`src/verilog/cswu_map.svh`:
```
// constants of the chip-select and wait-state unit: field positions, reset values, counts
// assumes inclusion by bare name from the unit
`ifndef CSWU_MAP_SVH
`define CSWU_MAP_SVH
`define CSWU_READY_BIT     2
`define CSWU_EXTWAIT_BIT   3
`define CSWU_UPPER_RST     7'h07
`define CSWU_LOWER_RST     7'h00
`define CSWU_MID_RST       10'h000
`define CSWU_PBASE_RST     13'h0000
`define CSWU_MPS_RST       8'h00
`define CSWU_XWAIT_0       4'h5
`define CSWU_XWAIT_1       4'h7
`define CSWU_XWAIT_2       4'h9
`define CSWU_XWAIT_3       4'hf
`define CSWU_POST_READY    4'h2
`define CSWU_BASE_CYCLES   4'h3
`define CSWU_PERIPH_BLOCKS 7
`define CSWU_MID_SELECTS   4
`endif

```
`src/verilog/cswu_pkg.sv`:
```
// types of the chip-select and wait-state unit
// assumes cswu_map.svh for widths of the reset constants
package cswu_pkg;
	typedef struct packed {
		logic [2:0] sizeLog;
		logic       addressDriveDisable;
		logic       extReadyRequired;
		logic [1:0] waitCount;
	} cswu_mem_ctrl_s;
	typedef struct packed {
		logic [6:0] base;
		logic       extReadyRequired;
		logic [1:0] waitCount;
	} cswu_mid_ctrl_s;
	typedef struct packed {
		logic [8:0] base;
		logic       extendedWait;
		logic       extReadyRequired;
		logic [1:0] waitCount;
	} cswu_pbase_ctrl_s;
	typedef struct packed {
		logic [2:0] midSizeLog;
		logic       ioSpace;
		logic       latchedAddress;
		logic       extReadyRequired;
		logic [1:0] waitCount;
	} cswu_mps_ctrl_s;
	typedef struct packed {
		logic [19:0] addr;
		logic        ioSpace;
		logic        fromDma;
	} cswu_cycle_s;
	typedef enum logic [5:0] {
		ST_IDLE = 6'h01,
		ST_T1   = 6'h02,
		ST_T2   = 6'h04,
		ST_T3   = 6'h08,
		ST_TW   = 6'h10,
		ST_T4   = 6'h20
	} cswu_state_e;
endpackage

```
`src/verilog/cswu_unit.sv`:
```
// chip-select and ready/wait-state unit of the external bus
// assumes: bus cycles offered by the cpu or dma on clk_sys; ready pins asynchronous
//
// Function
// - six memory selects over three ranges, seven peripheral 256-byte blocks from a base
// - selects assert for cpu and dma cycles inside their region
// - a lower, mid or peripheral-base control write enables that select's decode, whatever the pin function
// - upper and lower selects assert with the non-multiplexed address
// - either ready input may terminate a cycle
// - bit 2 chooses whether external ready is required
// - bits 1-0 give zero to three wait states
// - low peripheral selects: bit 3 with bits 1-0 gives 5, 7, 9, 15 waits
// - programmed waits finish before ready ends a cycle; a stretch at the first wait drops those left
// - ready sampled at first wait; if high, access is four plus waits
// - ready low at first wait: stretch until ready, two more waits, then t4
// - asynchronous ready active high, synchronised to the clock
// - peripheral selects in i/o space never overlap memory selects
// - on-chip block access: zero waits and no external ready, unless an overlapping select asks for more
// - address-disable on upper or lower hit suppresses multiplexed address drive
// - selects used as pio keep their ready and wait settings
// - unbonded fifth peripheral select keeps ready and wait logic
// - top two peripheral selects as latched a2/a1 lose ready and wait logic
// - first fetch after reset hits upper select with three waits
// - upper select resets to top 64K, ready required, three waits
// - lower and peripheral selects inactive until programmed
`include "cswu_map.svh"
`timescale 1ns/1ps
`default_nettype none
module cswu_unit (
	input  wire logic                      clk_sys,
	input  wire logic                      reset_n,
	input  wire logic                      cycleReq,
	input  wire cswu_pkg::cswu_cycle_s     cycleIn,
	output logic                           cycleAccept,
	output logic                           cycleDone,
	output logic                           waitActive,
	input  wire logic                      asyncReady,
	input  wire logic                      syncReady,
	input  wire logic                      onchipHit,
	input  wire logic                      upperWr,
	input  wire cswu_pkg::cswu_mem_ctrl_s  upperCtrlIn,
	input  wire logic                      lowerWr,
	input  wire cswu_pkg::cswu_mem_ctrl_s  lowerCtrlIn,
	input  wire logic                      midWr,
	input  wire cswu_pkg::cswu_mid_ctrl_s  midCtrlIn,
	input  wire logic                      pbaseWr,
	input  wire cswu_pkg::cswu_pbase_ctrl_s pbaseCtrlIn,
	input  wire logic                      mpsWr,
	input  wire cswu_pkg::cswu_mps_ctrl_s  mpsCtrlIn,
	output cswu_pkg::cswu_state_e          busState,
	output logic                           addressDriveDisable,
	output logic                           upperSelect_n,
	output logic                           lowerSelect_n,
	output logic [3:0]                     midSelect_n,
	output logic [3:0]                     periphSelectLow_n,
	output logic                           periphSelectNext_n,
	output logic                           periphSelectTop_n
);
	localparam int NSRC = 14;
	localparam int SRC_MID = 2;
	localparam int SRC_PER = 6;
	localparam int SRC_PCB = 13;

	cswu_pkg::cswu_mem_ctrl_s   upperCtrl_q;
	cswu_pkg::cswu_mem_ctrl_s   lowerCtrl_q;
	cswu_pkg::cswu_mid_ctrl_s   midCtrl_q;
	cswu_pkg::cswu_pbase_ctrl_s pbaseCtrl_q;
	cswu_pkg::cswu_mps_ctrl_s   mpsCtrl_q;
	cswu_pkg::cswu_state_e      state_q;
	cswu_pkg::cswu_state_e      state_d;
	logic                       lowerEn_q;
	logic                       midEn_q;
	logic                       periphEn_q;
	logic                       upperWritten_q;
	logic                       ardyMeta_q;
	logic                       ardySync_q;
	logic                       srdyMeta_q;
	logic                       srdySync_q;
	logic                       readyNow;
	logic [NSRC-1:0]            hit;
	logic [NSRC-1:0]            hit_q;
	logic [3:0]                 srcWait [NSRC];
	logic                       srcRdy [NSRC];
	logic                       needRdyD;
	logic [3:0]                 waitsD;
	logic                       needRdy_q;
	logic [3:0]                 waits_q;
	logic [3:0]                 cnt_q;
	logic                       first_q;
	logic                       pend_q;
	logic                       stretched_q;
	logic [4:0]                 cycCnt_q;
	logic                       midHit;
	logic                       perHit;
	logic [1:0]                 midIdx;
	logic [2:0]                 perIdx;
	logic [6:0]                 midMask;
	logic [19:0]                midShift;
	logic                       startCycle;
	logic                       waitsDone;
	logic                       addrDisD;

	function automatic logic regionHit(input logic [3:0] a, input logic [2:0] sz,
		input logic top);
		logic [3:0] m;
		m = 4'hf << sz;
		regionHit = top ? ((a & m) == m) : ((a & m) == 4'h0);
	endfunction

	function automatic logic [3:0] waitDecode(input logic ext, input logic [1:0] w);
		logic [3:0] x;
		case (w)
			2'h0: x = `CSWU_XWAIT_0;
			2'h1: x = `CSWU_XWAIT_1;
			2'h2: x = `CSWU_XWAIT_2;
			default: x = `CSWU_XWAIT_3;
		endcase
		waitDecode = ext ? x : {2'h0, w};
	endfunction

	// both ready pins come from outside the clock domain
	always_ff @(posedge clk_sys or negedge reset_n) begin
		if (!reset_n) begin
			ardyMeta_q <= 1'b0;
			ardySync_q <= 1'b0;
			srdyMeta_q <= 1'b0;
			srdySync_q <= 1'b0;
		end else begin
			ardyMeta_q <= asyncReady;
			ardySync_q <= ardyMeta_q;
			srdyMeta_q <= syncReady;
			srdySync_q <= srdyMeta_q;
		end
	end
	assign readyNow = ardySync_q | srdySync_q;

	always_ff @(posedge clk_sys or negedge reset_n) begin
		if (!reset_n) begin
			upperCtrl_q    <= `CSWU_UPPER_RST;
			lowerCtrl_q    <= `CSWU_LOWER_RST;
			midCtrl_q      <= `CSWU_MID_RST;
			pbaseCtrl_q    <= `CSWU_PBASE_RST;
			mpsCtrl_q      <= `CSWU_MPS_RST;
			upperWritten_q <= 1'b0;
			lowerEn_q      <= 1'b0;
			midEn_q        <= 1'b0;
			periphEn_q     <= 1'b0;
		end else begin
			if (upperWr) begin
				upperCtrl_q    <= upperCtrlIn;
				upperWritten_q <= 1'b1;
			end
			if (lowerWr) begin
				lowerCtrl_q <= lowerCtrlIn;
				lowerEn_q   <= 1'b1;
			end
			if (midWr) begin
				midCtrl_q <= midCtrlIn;
				midEn_q   <= 1'b1;
			end
			if (pbaseWr) begin
				pbaseCtrl_q <= pbaseCtrlIn;
				periphEn_q  <= 1'b1;
			end
			if (mpsWr)
				mpsCtrl_q <= mpsCtrlIn;
		end
	end

	// decode of the offered cycle; dma and cpu cycles are treated alike
	assign midMask  = 7'h7f << mpsCtrl_q.midSizeLog;
	assign midShift = cycleIn.addr >> (5'd11 + {2'h0, mpsCtrl_q.midSizeLog});
	assign midIdx   = midShift[1:0];
	assign perIdx   = cycleIn.addr[10:8];
	assign midHit   = midEn_q && !cycleIn.ioSpace &&
		((cycleIn.addr[19:13] & midMask) == (midCtrl_q.base & midMask));
	assign perHit   = periphEn_q && (cycleIn.ioSpace == mpsCtrl_q.ioSpace) &&
		(cycleIn.addr[19:11] == pbaseCtrl_q.base) && (perIdx != 3'h7);
	assign hit[0]   = !cycleIn.ioSpace &&
		regionHit(cycleIn.addr[19:16], upperCtrl_q.sizeLog, 1'b1);
	assign hit[1]   = lowerEn_q && !cycleIn.ioSpace &&
		regionHit(cycleIn.addr[19:16], lowerCtrl_q.sizeLog, 1'b0);
	assign hit[SRC_PCB] = onchipHit;
	assign srcWait[0] = {2'h0, upperCtrl_q.waitCount};
	assign srcRdy[0]  = upperCtrl_q.extReadyRequired;
	assign srcWait[1] = {2'h0, lowerCtrl_q.waitCount};
	assign srcRdy[1]  = lowerCtrl_q.extReadyRequired;
	assign srcWait[SRC_PCB] = 4'h0;
	assign srcRdy[SRC_PCB]  = 1'b0;

	// decode holds whether the pin is a select or pio
	for (genvar i = 0; i < `CSWU_MID_SELECTS; i++) begin : g_mid
		assign hit[SRC_MID+i]     = midHit && (midIdx == 2'(i));
		assign srcWait[SRC_MID+i] = {2'h0, midCtrl_q.waitCount};
		assign srcRdy[SRC_MID+i]  = midCtrl_q.extReadyRequired;
	end
	for (genvar i = 0; i < `CSWU_PERIPH_BLOCKS; i++) begin : g_per
		if (i < 4) begin : g_low
			assign hit[SRC_PER+i]     = perHit && (perIdx == 3'(i));
			assign srcWait[SRC_PER+i] = waitDecode(pbaseCtrl_q.extendedWait,
				pbaseCtrl_q.waitCount);
			assign srcRdy[SRC_PER+i]  = pbaseCtrl_q.extReadyRequired;
		end else begin : g_high
			// block 4 has no pin but keeps its logic; 5 and 6 drop it as latched a1/a2
			assign hit[SRC_PER+i]     = perHit && (perIdx == 3'(i)) &&
				!(i > 4 && mpsCtrl_q.latchedAddress);
			assign srcWait[SRC_PER+i] = {2'h0, mpsCtrl_q.waitCount};
			assign srcRdy[SRC_PER+i]  = mpsCtrl_q.extReadyRequired;
		end
	end

	// overlaps take the strictest setting so a mismatch never ends a cycle early
	always_comb begin
		needRdyD = 1'b0;
		waitsD   = 4'h0;
		for (int i = 0; i < NSRC; i++) begin
			if (hit[i]) begin
				needRdyD = needRdyD | srcRdy[i];
				if (srcWait[i] > waitsD)
					waitsD = srcWait[i];
			end
		end
	end
	assign addrDisD = (hit[0] && upperCtrl_q.addressDriveDisable) ||
		(hit[1] && lowerCtrl_q.addressDriveDisable);

	assign cycleAccept = (state_q == cswu_pkg::ST_IDLE) || (state_q == cswu_pkg::ST_T4);
	assign startCycle  = cycleReq && cycleAccept;
	assign cycleDone   = (state_q == cswu_pkg::ST_T4);
	assign waitActive  = (state_q == cswu_pkg::ST_TW);
	assign busState    = state_q;
	assign waitsDone   = (cnt_q <= 4'h1);

	always_comb begin
		case (state_q)
			cswu_pkg::ST_IDLE: state_d = startCycle ? cswu_pkg::ST_T1 : cswu_pkg::ST_IDLE;
			cswu_pkg::ST_T1:   state_d = cswu_pkg::ST_T2;
			cswu_pkg::ST_T2:   state_d = cswu_pkg::ST_T3;
			cswu_pkg::ST_T3: begin
				if (waits_q != 4'h0 || (needRdy_q && !readyNow))
					state_d = cswu_pkg::ST_TW;
				else
					state_d = cswu_pkg::ST_T4;
			end
			cswu_pkg::ST_TW: begin
				if (pend_q || (first_q && needRdy_q && !readyNow) || !waitsDone)
					state_d = cswu_pkg::ST_TW;
				else
					state_d = cswu_pkg::ST_T4;
			end
			cswu_pkg::ST_T4: state_d = startCycle ? cswu_pkg::ST_T1 : cswu_pkg::ST_IDLE;
			default:         state_d = cswu_pkg::ST_IDLE;
		endcase
	end

	always_ff @(posedge clk_sys or negedge reset_n) begin
		if (!reset_n) begin
			state_q     <= cswu_pkg::ST_IDLE;
			hit_q       <= '0;
			needRdy_q   <= 1'b0;
			waits_q     <= 4'h0;
			addressDriveDisable <= 1'b0;
		end else begin
			state_q <= state_d;
			if (startCycle) begin
				hit_q     <= hit;
				needRdy_q <= needRdyD;
				waits_q   <= waitsD;
				addressDriveDisable <= addrDisD;
			end else if (state_d == cswu_pkg::ST_IDLE) begin
				hit_q <= '0;
				addressDriveDisable <= 1'b0;
			end
		end
	end

	// wait counter: first wait samples ready, a miss parks until ready then adds two
	always_ff @(posedge clk_sys or negedge reset_n) begin
		if (!reset_n) begin
			cnt_q       <= 4'h0;
			first_q     <= 1'b0;
			pend_q      <= 1'b0;
			stretched_q <= 1'b0;
		end else if (state_q == cswu_pkg::ST_T3) begin
			cnt_q       <= waits_q;
			first_q     <= (waits_q != 4'h0);
			pend_q      <= (waits_q == 4'h0) && needRdy_q && !readyNow;
			stretched_q <= (waits_q == 4'h0) && needRdy_q && !readyNow;
		end else if (state_q == cswu_pkg::ST_TW) begin
			first_q <= 1'b0;
			if (pend_q) begin
				if (readyNow) begin
					pend_q <= 1'b0;
					cnt_q  <= `CSWU_POST_READY;
				end
			end else if (first_q && needRdy_q && !readyNow) begin
				pend_q      <= 1'b1;
				stretched_q <= 1'b1;
			end else if (!waitsDone) begin
				cnt_q <= cnt_q - 4'h1;
			end
		end
	end

	always_ff @(posedge clk_sys or negedge reset_n) begin
		if (!reset_n)
			cycCnt_q <= 5'h00;
		else if (state_d == cswu_pkg::ST_T1)
			cycCnt_q <= 5'h00;
		else if (cycCnt_q != 5'h1f)
			cycCnt_q <= cycCnt_q + 5'h01;
	end

	// upper/lower follow the held address from t1; mid and peripheral follow ad from t2
	always_ff @(posedge clk_sys or negedge reset_n) begin
		if (!reset_n) begin
			upperSelect_n      <= 1'b1;
			lowerSelect_n      <= 1'b1;
			midSelect_n        <= 4'hf;
			periphSelectLow_n  <= 4'hf;
			periphSelectNext_n <= 1'b1;
			periphSelectTop_n  <= 1'b1;
		end else begin
			// low from the accepting edge through t4, so the far side sees the whole cycle
			upperSelect_n <= !(startCycle ? hit[0] :
				(hit_q[0] && state_d != cswu_pkg::ST_IDLE));
			lowerSelect_n <= !(startCycle ? hit[1] :
				(hit_q[1] && state_d != cswu_pkg::ST_IDLE));
			if (state_q == cswu_pkg::ST_T1) begin
				midSelect_n       <= ~hit_q[SRC_MID+3:SRC_MID];
				periphSelectLow_n <= ~hit_q[SRC_PER+3:SRC_PER];
			end else if (state_d == cswu_pkg::ST_IDLE || state_d == cswu_pkg::ST_T1) begin
				midSelect_n       <= 4'hf;
				periphSelectLow_n <= 4'hf;
			end
			if (mpsCtrl_q.latchedAddress) begin
				periphSelectNext_n <= cycleIn.addr[1];
				periphSelectTop_n  <= cycleIn.addr[2];
			end else if (state_q == cswu_pkg::ST_T1) begin
				periphSelectNext_n <= !hit_q[SRC_PER+5];
				periphSelectTop_n  <= !hit_q[SRC_PER+6];
			end else if (state_d == cswu_pkg::ST_IDLE || state_d == cswu_pkg::ST_T1) begin
				periphSelectNext_n <= 1'b1;
				periphSelectTop_n  <= 1'b1;
			end
		end
	end
endmodule
`default_nettype wire

```
`config.mk`:
```
export PLATFORM = sky130hd
export DESIGN_NAME = cswu_unit
export DESIGN_NICKNAME = d
export VERILOG_FILES = /design/src/verilog/cswu_pkg.sv /design/src/verilog/cswu_unit.sv
export VERILOG_INCLUDE_DIRS = /design/src /design/src/verilog
export SDC_FILE = /design/constraint.sdc
export NUM_CORES = 1
export LEC_CHECK = 0
export ABC_AREA = 1
export CORE_UTILIZATION = 55
export CTS_BUF_LIST = sky130_fd_sc_hd__clkbuf_8
export DETAILED_ROUTE_END_ITERATION = 12
export DONT_BUFFER_PORTS = 1
export GPL_TIMING_DRIVEN = 1
export HOLD_SLACK_MARGIN = 0.1
export PLACE_DENSITY = 0.73
export SYNTH_ARGS = -nofsm -noshare
export SYNTH_HDL_FRONTEND = slang
export SYNTH_SLANG_ARGS = --single-unit
```
`constraint.sdc`:
```
create_clock -name clk_sys -period 14.25 [get_ports clk_sys]
set_clock_uncertainty 0.2 [all_clocks]
set_input_delay 1.425 -clock clk_sys [delete_from_list [all_inputs] [get_ports clk_sys]]
set_output_delay 1.425 -clock clk_sys [all_outputs]
set_load 0.01 [all_outputs]
```
==> results by stage, run 1 <==
Logic synthesis:
- Among all cell types in the netlist, the one instantiated most often is sky130_fd_sc_hd__nand2_1.
- The part of the Yosys area used for sequential elements is between 40% and 50%.
- Yosys attributes the largest share of cell area to sky130_fd_sc_hd__dfrtp_1, sky130_fd_sc_hd__nand2_1, sky130_fd_sc_hd__ha_1, sky130_fd_sc_hd__inv_1, sky130_fd_sc_hd__dfstp_2.
- In this run the biggest area consumer among cell types represents between 30% and 40% of the synthesized area.
- The synthesized design spends more area on one cell type than any other, namely sky130_fd_sc_hd__dfrtp_1.
- The count of synthesis-stage warnings from yosys is 0.
- The synthesized net count is 884.
- In this run, synthesis inferred 0 flip-flops with an integrated enable.
- Counting instances in the post-synthesis netlist gives the leading cell types as sky130_fd_sc_hd__nand2_1, sky130_fd_sc_hd__inv_1, sky130_fd_sc_hd__dfrtp_1.
- The count of different cell masters after synthesis is 50.
- The number of standard cells after synthesis is a little under 800.
- The flip-flop and latch count after synthesis is 94.
- The async set or reset register ratio after synthesis is 100%.
- The predominant post-synthesis flop cell is sky130_fd_sc_hd__dfrtp_1.
- The average instance area after synthesis is 7.57 µm².
- The cell area that synthesis handed to floorplanning was a little under 6000 µm².

Setup path:
- STA puts the critical path data required time at approximately 14 ns.
- STA classifies the critical path endpoint as a flop.
- By instance count, the cell type seen most on the critical path is sky130_fd_sc_hd__nand2_1.
- The critical path is of the primary input to flop type.
- The maximum fanout count along the critical path is 5.
- The arrival time of the worst setup path is roughly 13 ns.
- STA classifies the critical path startpoint as a primary input.
- For this run, the slowest stage of the critical path takes approximately 0.33 ns.
- Among all stages on the critical path, the largest delay is contributed by sky130_fd_sc_hd__ha_1.
- The dominant delay contributor by cell family on the critical path is simple AND/OR/NAND/NOR gates.
- The buffering stage count on the worst path with inverters included is 16.

Cells and area:
- Summing all multi-input logic gate instances after layout gives around 2900 µm².
- At the end of the flow, the number of nets in the layout was just under 900.
- The cell area after layout is between 6000 and 7000 µm².
- The area growth from synthesis to layout is 5.84%.
- Summing all flip-flop and latch instances after layout gives 2370 µm².
- The fraction of layout cells with a size suffix above 1 is between 10% and 20%.
- The number of antenna diodes in the final layout is 0.
- The filler cells instantiated in the layout total 956.

Clocking:
- After clock tree synthesis, the repair step resized 0 gates.
- The cell at the root of the clock tree is sky130_fd_sc_hd__clkbuf_8.
- The H-tree was split into 3 levels.
- The clock sink count is 94.
- TritonCTS built the clock tree.
- For the worst-skew pair, the clock arrives at the later sink with an insertion delay of ~0.39 ns.
- Clock-pin slew was measured on the worst setup and hold paths at about 0.1 ns.
- After clock tree synthesis, the setup repair step added 0 buffers.
- The longest clock path from root to sink contains 2 buffers.
- Counting the buffers created by CTS gives 9.
- For this design, the CTS-stage hold fixing added 0 buffers.

Route:
- The count of vias placed by the detailed router is 4946.
- The detailed-route wire length per cell is between 10 and 15 µm.
- The initial DRC count is about 260.
- The total wirelength of the detailed-routed design is around 13 mm.
- The residual antenna-violating net count after detailed routing is 0.
- The number of vias per cell after detailed routing is around 5.4.
- For this run, design rule violations remaining after detail routing come to 0.
- For this run, the detailed router's first-pass iteration total came to 5.

Die:
- From left edge to right edge, the die measures ~100 µm.
- Row generation in the floorplan step produced 37 rows.
- The area of the core region is around 10000 µm².
- In this run the vertical extent of the chip is 105 µm.
- The die covers 11000 µm².
- Once the floorplan was initialized, standard cells occupied a little under three fifths of the core.
- During I/O placement, the number of pins put on the boundary was 100.

Power and ir drop:
- The power per cell area is about 120 nW/µm².
- The clock network is responsible for around a quarter of the overall power.
- VDD sags by at most around 0.11 mV.
- The internal portion of the total power is 0.467 mW.
- For this design the static power due to leakage is 3.21 nW.
- The net switching fraction of the power is 37.7%.
- Sequential cells burn 44.1% of the power.
- In this run, the combinational gates consume between 30 and 40% of the power.
- Total power for the finished layout comes to 0.749 mW.
- The net switching power figure is 0.282 mW.

Timing:
- Setup repair after global routing left no endpoint under its margin.
- The transition time at the pin with the least slew margin is 0.824 ns.
- For the finished layout, the period the worst path requires is between 10 and 15 ns.
- Static timing analysis puts the maximum clock frequency at 80.0 MHz.
- The final hold violation count came to 0.
- Adding up every negative setup slack in the final design gives 0 ns.
- The final critical path takes up 87.7% of the cycle.
- The final count of pins violating max slew was 0.
- Headroom to the max-slew limit came out at ~44%.
- The number of endpoints failing setup at the final stage is 0.

Placed design:
- After detailed placement, the total cell area comes to about 6000 µm².
- The last weighted congestion value of the routability-driven placer is 0.884.
- The number of I/O port buffers is 0.
- Detailed placement ended at an HPWL of ~9.9 mm.

Global routing:
- The total grt overflow is 0.
- Entering global routing, the biggest net connects 95 pins.
- The overall fraction of global-route tracks in use is 25.9%.
- The number of global-route vias before repair was ~5000.
- The first global-routing pass estimated around 23 mm of wire.
- The initial antenna violation count was 0.

Min path:
- The class of the tightest hold or removal check is flop to flop.

Run:
- Max-cap violations in this run came to 0.

Run status:
- The flow ran to the end, and the final reports show no timing, DRC or antenna violations.
flip-flops by register name, summed over array words and instances, names as in the netlist, 2 cells and up:
name / flops
lowerCtrl_q: 7
busState: 6
cnt_q: 4
upperCtrl_q: 4
hit_q: 12
srcWait: 2
pbaseCtrl_q: 13
midSelect_n: 4
waits_q: 4
mpsCtrl_q: 8
midCtrl_q: 10
periphSelectLow_n: 4
path summary, 6_finish.rpt:
kind                                 from           to  slack (ns)  cells past startpoint
max                           cycleIn[19]   waits_q[1]        1.75                    102
min reg2reg                    ardyMeta_q   ardySync_q        0.16                      0
min                            ardyMeta_q   ardySync_q        0.16                      0
max in group asynchronous         reset_n  srcWait[53]       13.09                      0
min in group asynchronous         reset_n     cnt_q[2]        0.52                      0
max reg2reg                upperCtrl_q[4]   waits_q[1]        2.48                    102
kinds of logic (layout without fill, tap and decap cells):
kind of cell               count (synthesis)  in the layout  share of synthesized area [%]
and+or+nand+nor                          388            388                           29.7
AOI/OAI and AO/OA                        106            106                           10.6
buffers and inverters                    132            138                           8.82
adders and majority gates                 36             36                           7.73
DFF                                       94             94                           40.7
muxes                                      8              8                           1.55
xor gates and xnor gates                   6              6                          0.902
power groups by stage:
| stage | sequential (mW) | combinational (mW) | clock [mW] |
|---|---|---|---|
| 6_report | 0.330 | 0.232 | 0.187 |
| 4_1_cts | 0.331 | 0.232 | 0.191 |
| 3_3_place_gp | 0.334 | 0.217 | 0 |
| 2_1_floorplan | 0.327 | 0.183 | 0 |
| 3_5_place_dp | 0.335 | 0.231 | 0 |
| 5_1_grt | 0.335 | 0.268 | 0.201 |
metrics by stage:
step / instances / hold slack (ns) / util (%) / worst slack (ns)
floorplan: 770 / 0.131 / - / 2.86
global placement: 896 / 0.145 / 58.0 / 1.98
detailed placement: 896 / 0.150 / 58.0 / 1.45
CTS: 912 / 0.168 / 60.0 / 1.81
global route: 912 / 0.173 / 60.0 / 0.188
finish: 912 / 0.162 / 60.0 / 1.75
cell usage in the layout (no fill, tap or decap), drive strengths merged, types with 3 or more instances in the layout:
cell    instances
ha             36
or2             6
clkbuf          9
nor4            7
nor3            7
dfrtp          78
xor2            3
xnor2           3
nand2         217
o21ai          55
a22o            6
nand3          58
a21oi          25
o22ai           5
and2            3
dfstp          16
buf             3
nor2           78
clkinv          3
inv           122
mux2            8
nand4           9
final cells by class:
type / instances / share of cell area, %
repair buffers: 3 / 0.365
clock buffers: 9 / 2.01
multi-input cells: 544 / 47.8
flip-flops and latches: 94 / 38.5
well taps: 136 / 2.76
clock inverters: 7 / 1.38
inverters: 119 / 7.24
per-layer routing:
layer  vias to the layer above  global-route usage, %  share of wire [%]
met5                         -                      0                  0
met4                         0                   7.75                1.6
met3                        18                   6.92                6.3
met2                       140                   44.4                 50
met1                      2300                   31.9                 43
li1                       2488                      -                  -
worst reg2reg max path: cells and delay by family, from the launching register on:
family / cells / cell delay (ns)
and+or+nand+nor: 59 / 5.04
adders and majority gates: 12 / 2.98
AOI/OAI and AO/OA: 16 / 2.02
buffers and inverters: 15 / 1.12
DFF: 1 / 0.38
No activity file was read; power rests on OpenSTA's default activity.
==> run 2: changes to the inputs <==
Settings changed: ABC_AREA 1 to 0, HOLD_SLACK_MARGIN 0.1 to unset, PLACE_DENSITY 0.73 to 0.7.
==> results by stage, run 2 <==
Setup path:
- STA classifies the critical path endpoint as a flop.
- The critical-path cell with the highest stage delay is sky130_fd_sc_hd__or3_4.
- On the worst path, the slowest cell contributes a delay of 0.39 ns.
- The critical path startpoint category is a primary input.
- The maximum fanout count along the critical path is 7.
- The critical path in this run is classified as primary input to flop.
- The depth of the most critical reg-to-reg path is 82.
- The critical path starts at cycleIn[20].
- The reg-to-reg startpoint is upperCtrl_q[5].
- The required time of the worst setup path is around 14 ns.
- The most prevalent standard cell on the critical path is sky130_fd_sc_hd__ha_1.
- The arrival time of the worst setup path is 14.17 ns.

Route:
- The number of search-and-repair iterations in the first detailed-routing pass is 4.
- For this run, design rule violations remaining after detail routing come to 0.
- The number of vias per cell after detailed routing is 6.03.
- The count of vias placed by the detailed router is 4296.
- The detailed-route wire length per cell is 18.5 µm.
- After the first detailed-routing iteration, the DRC count stood at 160.
- The total wirelength of the detailed-routed design is 13.2 mm.
- The detail route stage leaves a number of antenna-violating nets equal to 0.

Power and ir drop:
- The worst voltage drop across the vdd grid is approximately 0.081 mV.
- The power per cell area is between 100 and 150 nW/µm².
- The analysis attributes to cell leakage a power of about 2.7 nW.

Die:
- The die covers approximately 11000 µm².
- The core region is a little under 10000 µm².
- Once the floorplan was initialized, standard cells occupied between 50% and 60% of the core.
- For this design the top-level I/O count stands at 100.
- The x dimension of the die is 103 µm.
- The number of core rows is 36.
- The vertical die dimension is slightly above 100 µm.

Timing:
- The transition time at the pin with the least slew margin is roughly 1.1 ns.
- The share of the clock period used by the worst path after layout is roughly 99%.
- Counting I/O delays and the setup requirement, the final critical path takes between 10 and 15 ns.
- The remaining max-slew budget at the tightest pin is approximately 25%.
- The slack of the critical path is ~0.13 ns.
- The final hold violation count was 0.
- Setup repair after global routing could not meet its margin everywhere.
- On the final layout, the worst hold slack is 0.156 ns.
- The highest achievable clock rate is between 70 and 80 MHz.
- The number of endpoints failing setup at the final stage is 0.
- The final count of pins violating max slew is 0.

Global routing:
- Entering global routing, the biggest net connects between 90 and 100 pins.
- The number of global-route vias before repair is just over 4000.
- The first global-routing pass estimated between 20 and 25 mm of wire.
- Global routing finished with a remaining overflow of 0.
- The initial antenna violation count was 1.
- Across every metal layer, demand over resource in global routing totals around 25%.

Logic synthesis:
- Synthesis produced a netlist with a net count of ~670.
- The fraction of post-synthesis cell area in the top cell type by area is 35.0%.
- After synthesis, the cell types taking the most area are sky130_fd_sc_hd__dfrtp_1, sky130_fd_sc_hd__mux2_2, sky130_fd_sc_hd__ha_1, sky130_fd_sc_hd__dfstp_2, sky130_fd_sc_hd__nand2_1.
- The number of enable flip-flop cells after synthesis is 0.
- In this run the cell area of the synthesized design comes to roughly 5600 µm².
- The most instantiated library cell after synthesis is sky130_fd_sc_hd__dfrtp_1.
- Among all flip-flop cells after synthesis, the most frequent one is sky130_fd_sc_hd__dfrtp_1.
- The number of standard cells after synthesis is about 550.
- The async set or reset register ratio after synthesis is 100%.
- The biggest area contributor in the post-synthesis netlist is sky130_fd_sc_hd__dfrtp_1.
- The Yosys step of the flow raised 0 warnings.
- The flip-flop and latch count after synthesis is 94.
- The average instance area after synthesis is ~10 µm².
- After synthesis, the netlist uses between 60 and 70 different library cells.
- After synthesis, the most frequently instantiated cells are sky130_fd_sc_hd__dfrtp_1, sky130_fd_sc_hd__nand2_1, sky130_fd_sc_hd__mux2_2.
- Of the synthesized area, sequential elements account for ~42%.

Cells and area:
- Of the cells placed in the final design, the portion with a size suffix greater than 1 is between 30% and 40%.
- The area growth from synthesis to layout is 15.8%.
- The count of inserted antenna diode cells is 0.
- Leaving out fill and tap cells, the most frequent cell in the layout is sky130_fd_sc_hd__dfrtp_1.
- The largest register by flop count is pbaseCtrl_q.
- The final layout contains between 600 and 700 nets.
- In the layout the commonest cells are sky130_fd_sc_hd__dfrtp_1, sky130_fd_sc_hd__nand2_1, sky130_fd_sc_hd__mux2_2.
- Leaving out filler cells and counting taps, the final layout contains just over 700.
- The number of flip-flops under the largest register name is 13.
- In the final layout, the registers with the most flip-flops are pbaseCtrl_q x13, hit_q x12, midCtrl_q x10.

Clocking:
- Counting along the longest clock path gives a buffer depth of 2.
- The clock sink count is 94.
- The number of clock buffers inserted by TritonCTS is 9.
- The insertion delay of the later-clocked pin in the worst-skew pair is 0.38 ns.
- The cell at the root of the clock tree is sky130_fd_sc_hd__clkbuf_8.
- The number of H-tree levels is 3.
- TritonCTS built the clock tree.
- Clock-pin slew was measured on the worst setup and hold paths at approximately 0.10 ns.

Min path:
- In this run the most critical hold path is launched from ardyMeta_q.
- The worst hold path passes through 0 cells.
- In this run the worst hold path is classified as flop to flop.

Placed design:
- At the end of routability-driven placement, the weighted congestion stood at between 0.8 and 0.9.
- Timing analysis after detailed placement gives a worst setup slack of -0.599 ns.
- The number of placed instances, taps included, is approximately 690.
- The final HPWL from detailed placement is 9.27 mm.
- The count of buffers added on input and output ports is 0.

Run status:
- The flow ran to the end, and the final reports show no timing, DRC or antenna violations.

Run:
- The count of max-cap constraint violations is 0.
run 2: final timing paths:
check,endpoint,slack (ns)
worst min-delay path,ardySync_q,0.16
min in group asynchronous,hit_q[5],0.53
worst max register to register,waits_q[0],0.76
worst min register to register,ardySync_q,0.16
worst max-delay path,waits_q[0],0.13
max in group asynchronous,srcWait[53],13.09
run 2: area by class of cell:
cell class	count	area, µm²
clock buffers	9	124
clock inverters	7	97.6
fillers	798	3360
inverters	29	109
multi-input cells	407	3340
flip-flops and latches	94	2370
well taps	133	166
repair buffers	33	255
run 2: critical path, delay by kind of cell:
kind,cells,cell delay (ns)
compound gates,31,3.90
fa+ha+maj,12,3.18
buf+inv,9,0.77
mux,7,1.43
simple gates,23,3.42
run 2: report_power, final:
part,internal [mW],total [mW],switching (mW)
registers,0.299,0.330,0.0312
clock network,0.100,0.202,0.102
logic,0.117,0.250,0.133
run 2: logic make-up (layout without fill, tap and decap cells):
group / after synthesis / count (layout) / synth area share, %
xor+xnor: 18 / 18 / 2.82
buf+inv: 51 / 78 / 3.74
simple gates: 173 / 173 / 15.5
compound gates: 117 / 117 / 13.6
fa+ha+maj: 36 / 36 / 8.07
flops: 94 / 94 / 42.5
mux: 63 / 63 / 13.7
run 2: metrics by stage:
step	setup TNS [ns]	util (%)	instance area (µm²)	total power [mW]
after global routing	-1.15	65.8	6460	0.827
final	0	65.8	6460	0.782
after detailed placement	-1.08	59.5	5840	0.538
after CTS	0	62.1	6100	0.742
after floorplan	0	-	5580	0.487
after global placement	-0.275	59.5	5840	0.527
run 2: per-layer routing:
layer,track usage (%),part of all wire [%]
met1,31.7,42
met2,41.9,49
met3,7.05,6.9
met4,6.83,2.1
met5,0,0
run 2: repair_timing:
item / 4_1_cts / 5_1_grt
buffers inserted: 0 / 8
endpoints found under the setup margin: 2 / 2
pin swaps: 3 / 41
gates resized for setup: 7 / 75
hold buffers: 0 / 0
==> run 3: changes to the inputs <==
==> constraint.sdc (replaced) <==
create_clock -name clk_sys -period 14.25 [get_ports clk_sys]
set_clock_uncertainty 0.2 [all_clocks]
set_input_delay 0.7125 -clock clk_sys [delete_from_list [all_inputs] [get_ports clk_sys]]
set_output_delay 0.7125 -clock clk_sys [all_outputs]
set_load 0.01 [all_outputs]
==> results by stage, run 3 (synthesized netlist as in run 2, its figures left out) <==
Run status:
- The flow ran to the end, and the final reports show no timing, DRC or antenna violations.

Global routing:
- Global routing used approximately a quarter of the available tracks across all layers.
- The initial antenna violation count is 2.
- The total grt overflow is 0.
- The first global-routing pass estimated roughly 21 mm of wire.
- The number of global-route vias before repair came to about 4300.
- The pin count of the biggest net entering global routing is 95.

Timing:
- The final count of pins violating max slew was 0.
- The clock period minus final worst setup slack is around 14 ns.
- The highest achievable clock rate is roughly 74 MHz.
- Setup violations remaining at the end of the flow were counted as 0.
- Headroom to the max-slew limit came out at 31.8%.
- Across all hold checks on the routed design, the worst slack comes to between 0.03 and 0.04 ns.
- The final hold violation count came to 0.
- The transition time at the pin with the least slew margin is between 1 and 1.5 ns.
- In the finished design, the share of the clock period the worst path needs comes to between 90% and 100%.

Min path:
- The class of the tightest hold or removal check is primary input to async pin.

Placed design:
- Port buffering added 0 buffers.
- The final HPWL from detailed placement is approximately 9.3 mm.
- The last weighted congestion value of the routability-driven placer is ~0.87.

Route:
- After detailed routing, the number of remaining DRC violations is 0.
- The initial DRC count is 193.
- Dividing the detail-routed wire length by the instance count gives about 18 µm.
- The number of search-and-repair iterations in the first detailed-routing pass is 5.
- The total wirelength of the detailed-routed design is 13.0 mm.
- The number of vias per cell after detailed routing is between 6 and 7.
- The residual antenna-violating net count after detailed routing is 0.
- The count of vias placed by the detailed router is 4300.

Power and ir drop:
- For this design the static power due to leakage is around 2.6 nW.
- The worst voltage drop across the vdd grid is a little under 0.09 mV.
- Power spread over the standard cell area amounts to 117 nW/µm².

Die:
- The floorplan step defined a die boundary enclosing around 11000 µm².
- From left edge to right edge, the die measures slightly above 100 µm.
- The floorplan step defined a core boundary enclosing ~9800 µm².
- The number of core rows is 36.
- During I/O placement, the number of pins put on the boundary was 100.
- For this configuration, the core starts out at a cell density of between 50% and 60%.
- The vertical die dimension is slightly above 100 µm.

Setup path:
- The biggest cell delay along the critical path is ~0.40 ns.
- The terminus of the critical flop-to-flop path is waits_q[0].
- For the worst setup path, the data required time is between 10 and 15 ns.
- For the worst flop-to-flop path, the logic depth is 78.
- The startpoint of the most critical setup path is upperCtrl_q[5].
- For this design, the slowest cell found on the critical path is sky130_fd_sc_hd__dfrtp_1.
- The maximum fanout count along the critical path is 5.
- The critical path endpoint category is a flop.
- The critical path startpoint category is a flop.
- The arrival time of the worst setup path is approximately 14 ns.
- The most prevalent standard cell on the critical path is sky130_fd_sc_hd__ha_1.
- The critical path is of the flop to flop type.
- The end point of the critical path is waits_q[0].
- The startpoint identified for the worst register-to-register timing path is upperCtrl_q[5].
- For flop-to-flop paths, the worst setup slack is 0.67 ns.

Cells and area:
- For this run, the share of the core covered by cells in the final layout is 63.9%.
- Leaving out fill and tap cells, the most frequent cells in the layout are sky130_fd_sc_hd__dfrtp_1, sky130_fd_sc_hd__nand2_1, sky130_fd_sc_hd__mux2_2.
- Compared with the post-synthesis result, the final layout area differs by 12.5%.
- Summing all multi-input logic gate instances after layout gives 3220 µm².
- The net count reported at finish is 682.
- Ranked by flip-flop count, first place goes to pbaseCtrl_q.
- Summing all flip-flop and latch instances after layout gives about 2400 µm².
- The number of flip-flops under the largest register name is 13.
- Fill cells in the final layout number between 800 and 900.
- The fraction of layout cells with a size suffix above 1 is around 27%.
- The largest registers in the layout are pbaseCtrl_q x13, hit_q x12, midCtrl_q x10.
- The library cell used most frequently in the layout, excluding fill and tap cells, is sky130_fd_sc_hd__dfrtp_1.

Run:
- The count of max-cap constraint violations is 0.

Clocking:
- Clock tree synthesis inserted a total of 9 buffers.
- The later pin in the worst-skew pair is clocked with a latency of around 0.38 ns.
- The number of H-tree levels is 3.
- The maximum root-to-sink buffer count is 2.
- The register clock-pin slew on the reported worst setup and hold paths is roughly 0.10 ns.
- The clock sink count is 94.
- The cell sitting at the root of the clock tree is a sky130_fd_sc_hd__clkbuf_8.
- The TritonCTS clock tree is yes.
[run 3: changes by cell type in the layout (fill, tap and decap cells not counted), moves of 4 or more]
cell,delta
sky130_fd_sc_hd__nor2b_1,+5
sky130_fd_sc_hd__a21oi_2,-5
sky130_fd_sc_hd__buf_4,-5
sky130_fd_sc_hd__a21oi_1,+4
[run 3: how the worst min path moves through the flow]
stage,end,startpoint,depth (start not counted)
floorplan,ardySync_q,ardyMeta_q,0
finish,pbaseCtrl_q[3],reset_n,1
detailed placement,srdySync_q,srdyMeta_q,0
CTS,busState[2],reset_n,1
global route,busState[2],reset_n,1
global placement,srdySync_q,srdyMeta_q,0
[run 3: power breakdown]
part           total, mW  switching, mW  internal [mW]
Sequential         0.330         0.0307          0.299
Clock              0.169          0.103         0.0656
Combinational      0.233          0.128          0.105
Total              0.732          0.262          0.470
[run 3: timing repair]
action,4_1_cts,5_1_grt
setup endpoints to repair,0,2
gates resized for setup,0,53
setup buffers,0,10
hold buffers,1,0
hold endpoints to repair,94,0
[run 3: area by class of cell]
class | count | area share (%)
diodes | 1 | 0.0399
clock buffers | 9 | 1.97
clock inverters | 7 | 0.917
inverters | 29 | 1.73
multi-input cells | 407 | 51.4
flip-flops and latches | 94 | 37.8
well taps | 133 | 2.65
repair buffers | 27 | 3.55
[run 3: through the flow]
| stage | cell area (µm²) | power [mW] | setup TNS (ns) | std cells | worst slack, ns |
|---|---|---|---|---|---|
| floorplan | 5580 | 0.487 | 0 | 552 | 1.08 |
| global placement | 5780 | 0.521 | 0 | 679 | 0.421 |
| detailed placement | 5780 | 0.533 | -0.294 | 679 | -0.205 |
| CTS | 5980 | 0.707 | 0 | 696 | 0.0110 |
| global route | 6280 | 0.778 | -0.260 | 707 | -0.138 |
| finish | 6280 | 0.732 | 0 | 707 | 0.672 |
[run 3: routing by layer]
layer  global-route usage [%]  wire (µm)
met1                     30.6       5270
met2                     43.7       6520
met3                     7.80        996
met4                     6.83        212
met5                        0         12
[run 3: critical path: cells and delay by family, from the launching register on]
family,cells,cell delay (ns)
compound gates,33,4.46
simple gates,21,3.35
fa+ha+maj,12,3.31
mux,7,1.42
flops,1,0.40
buf+inv,5,0.29
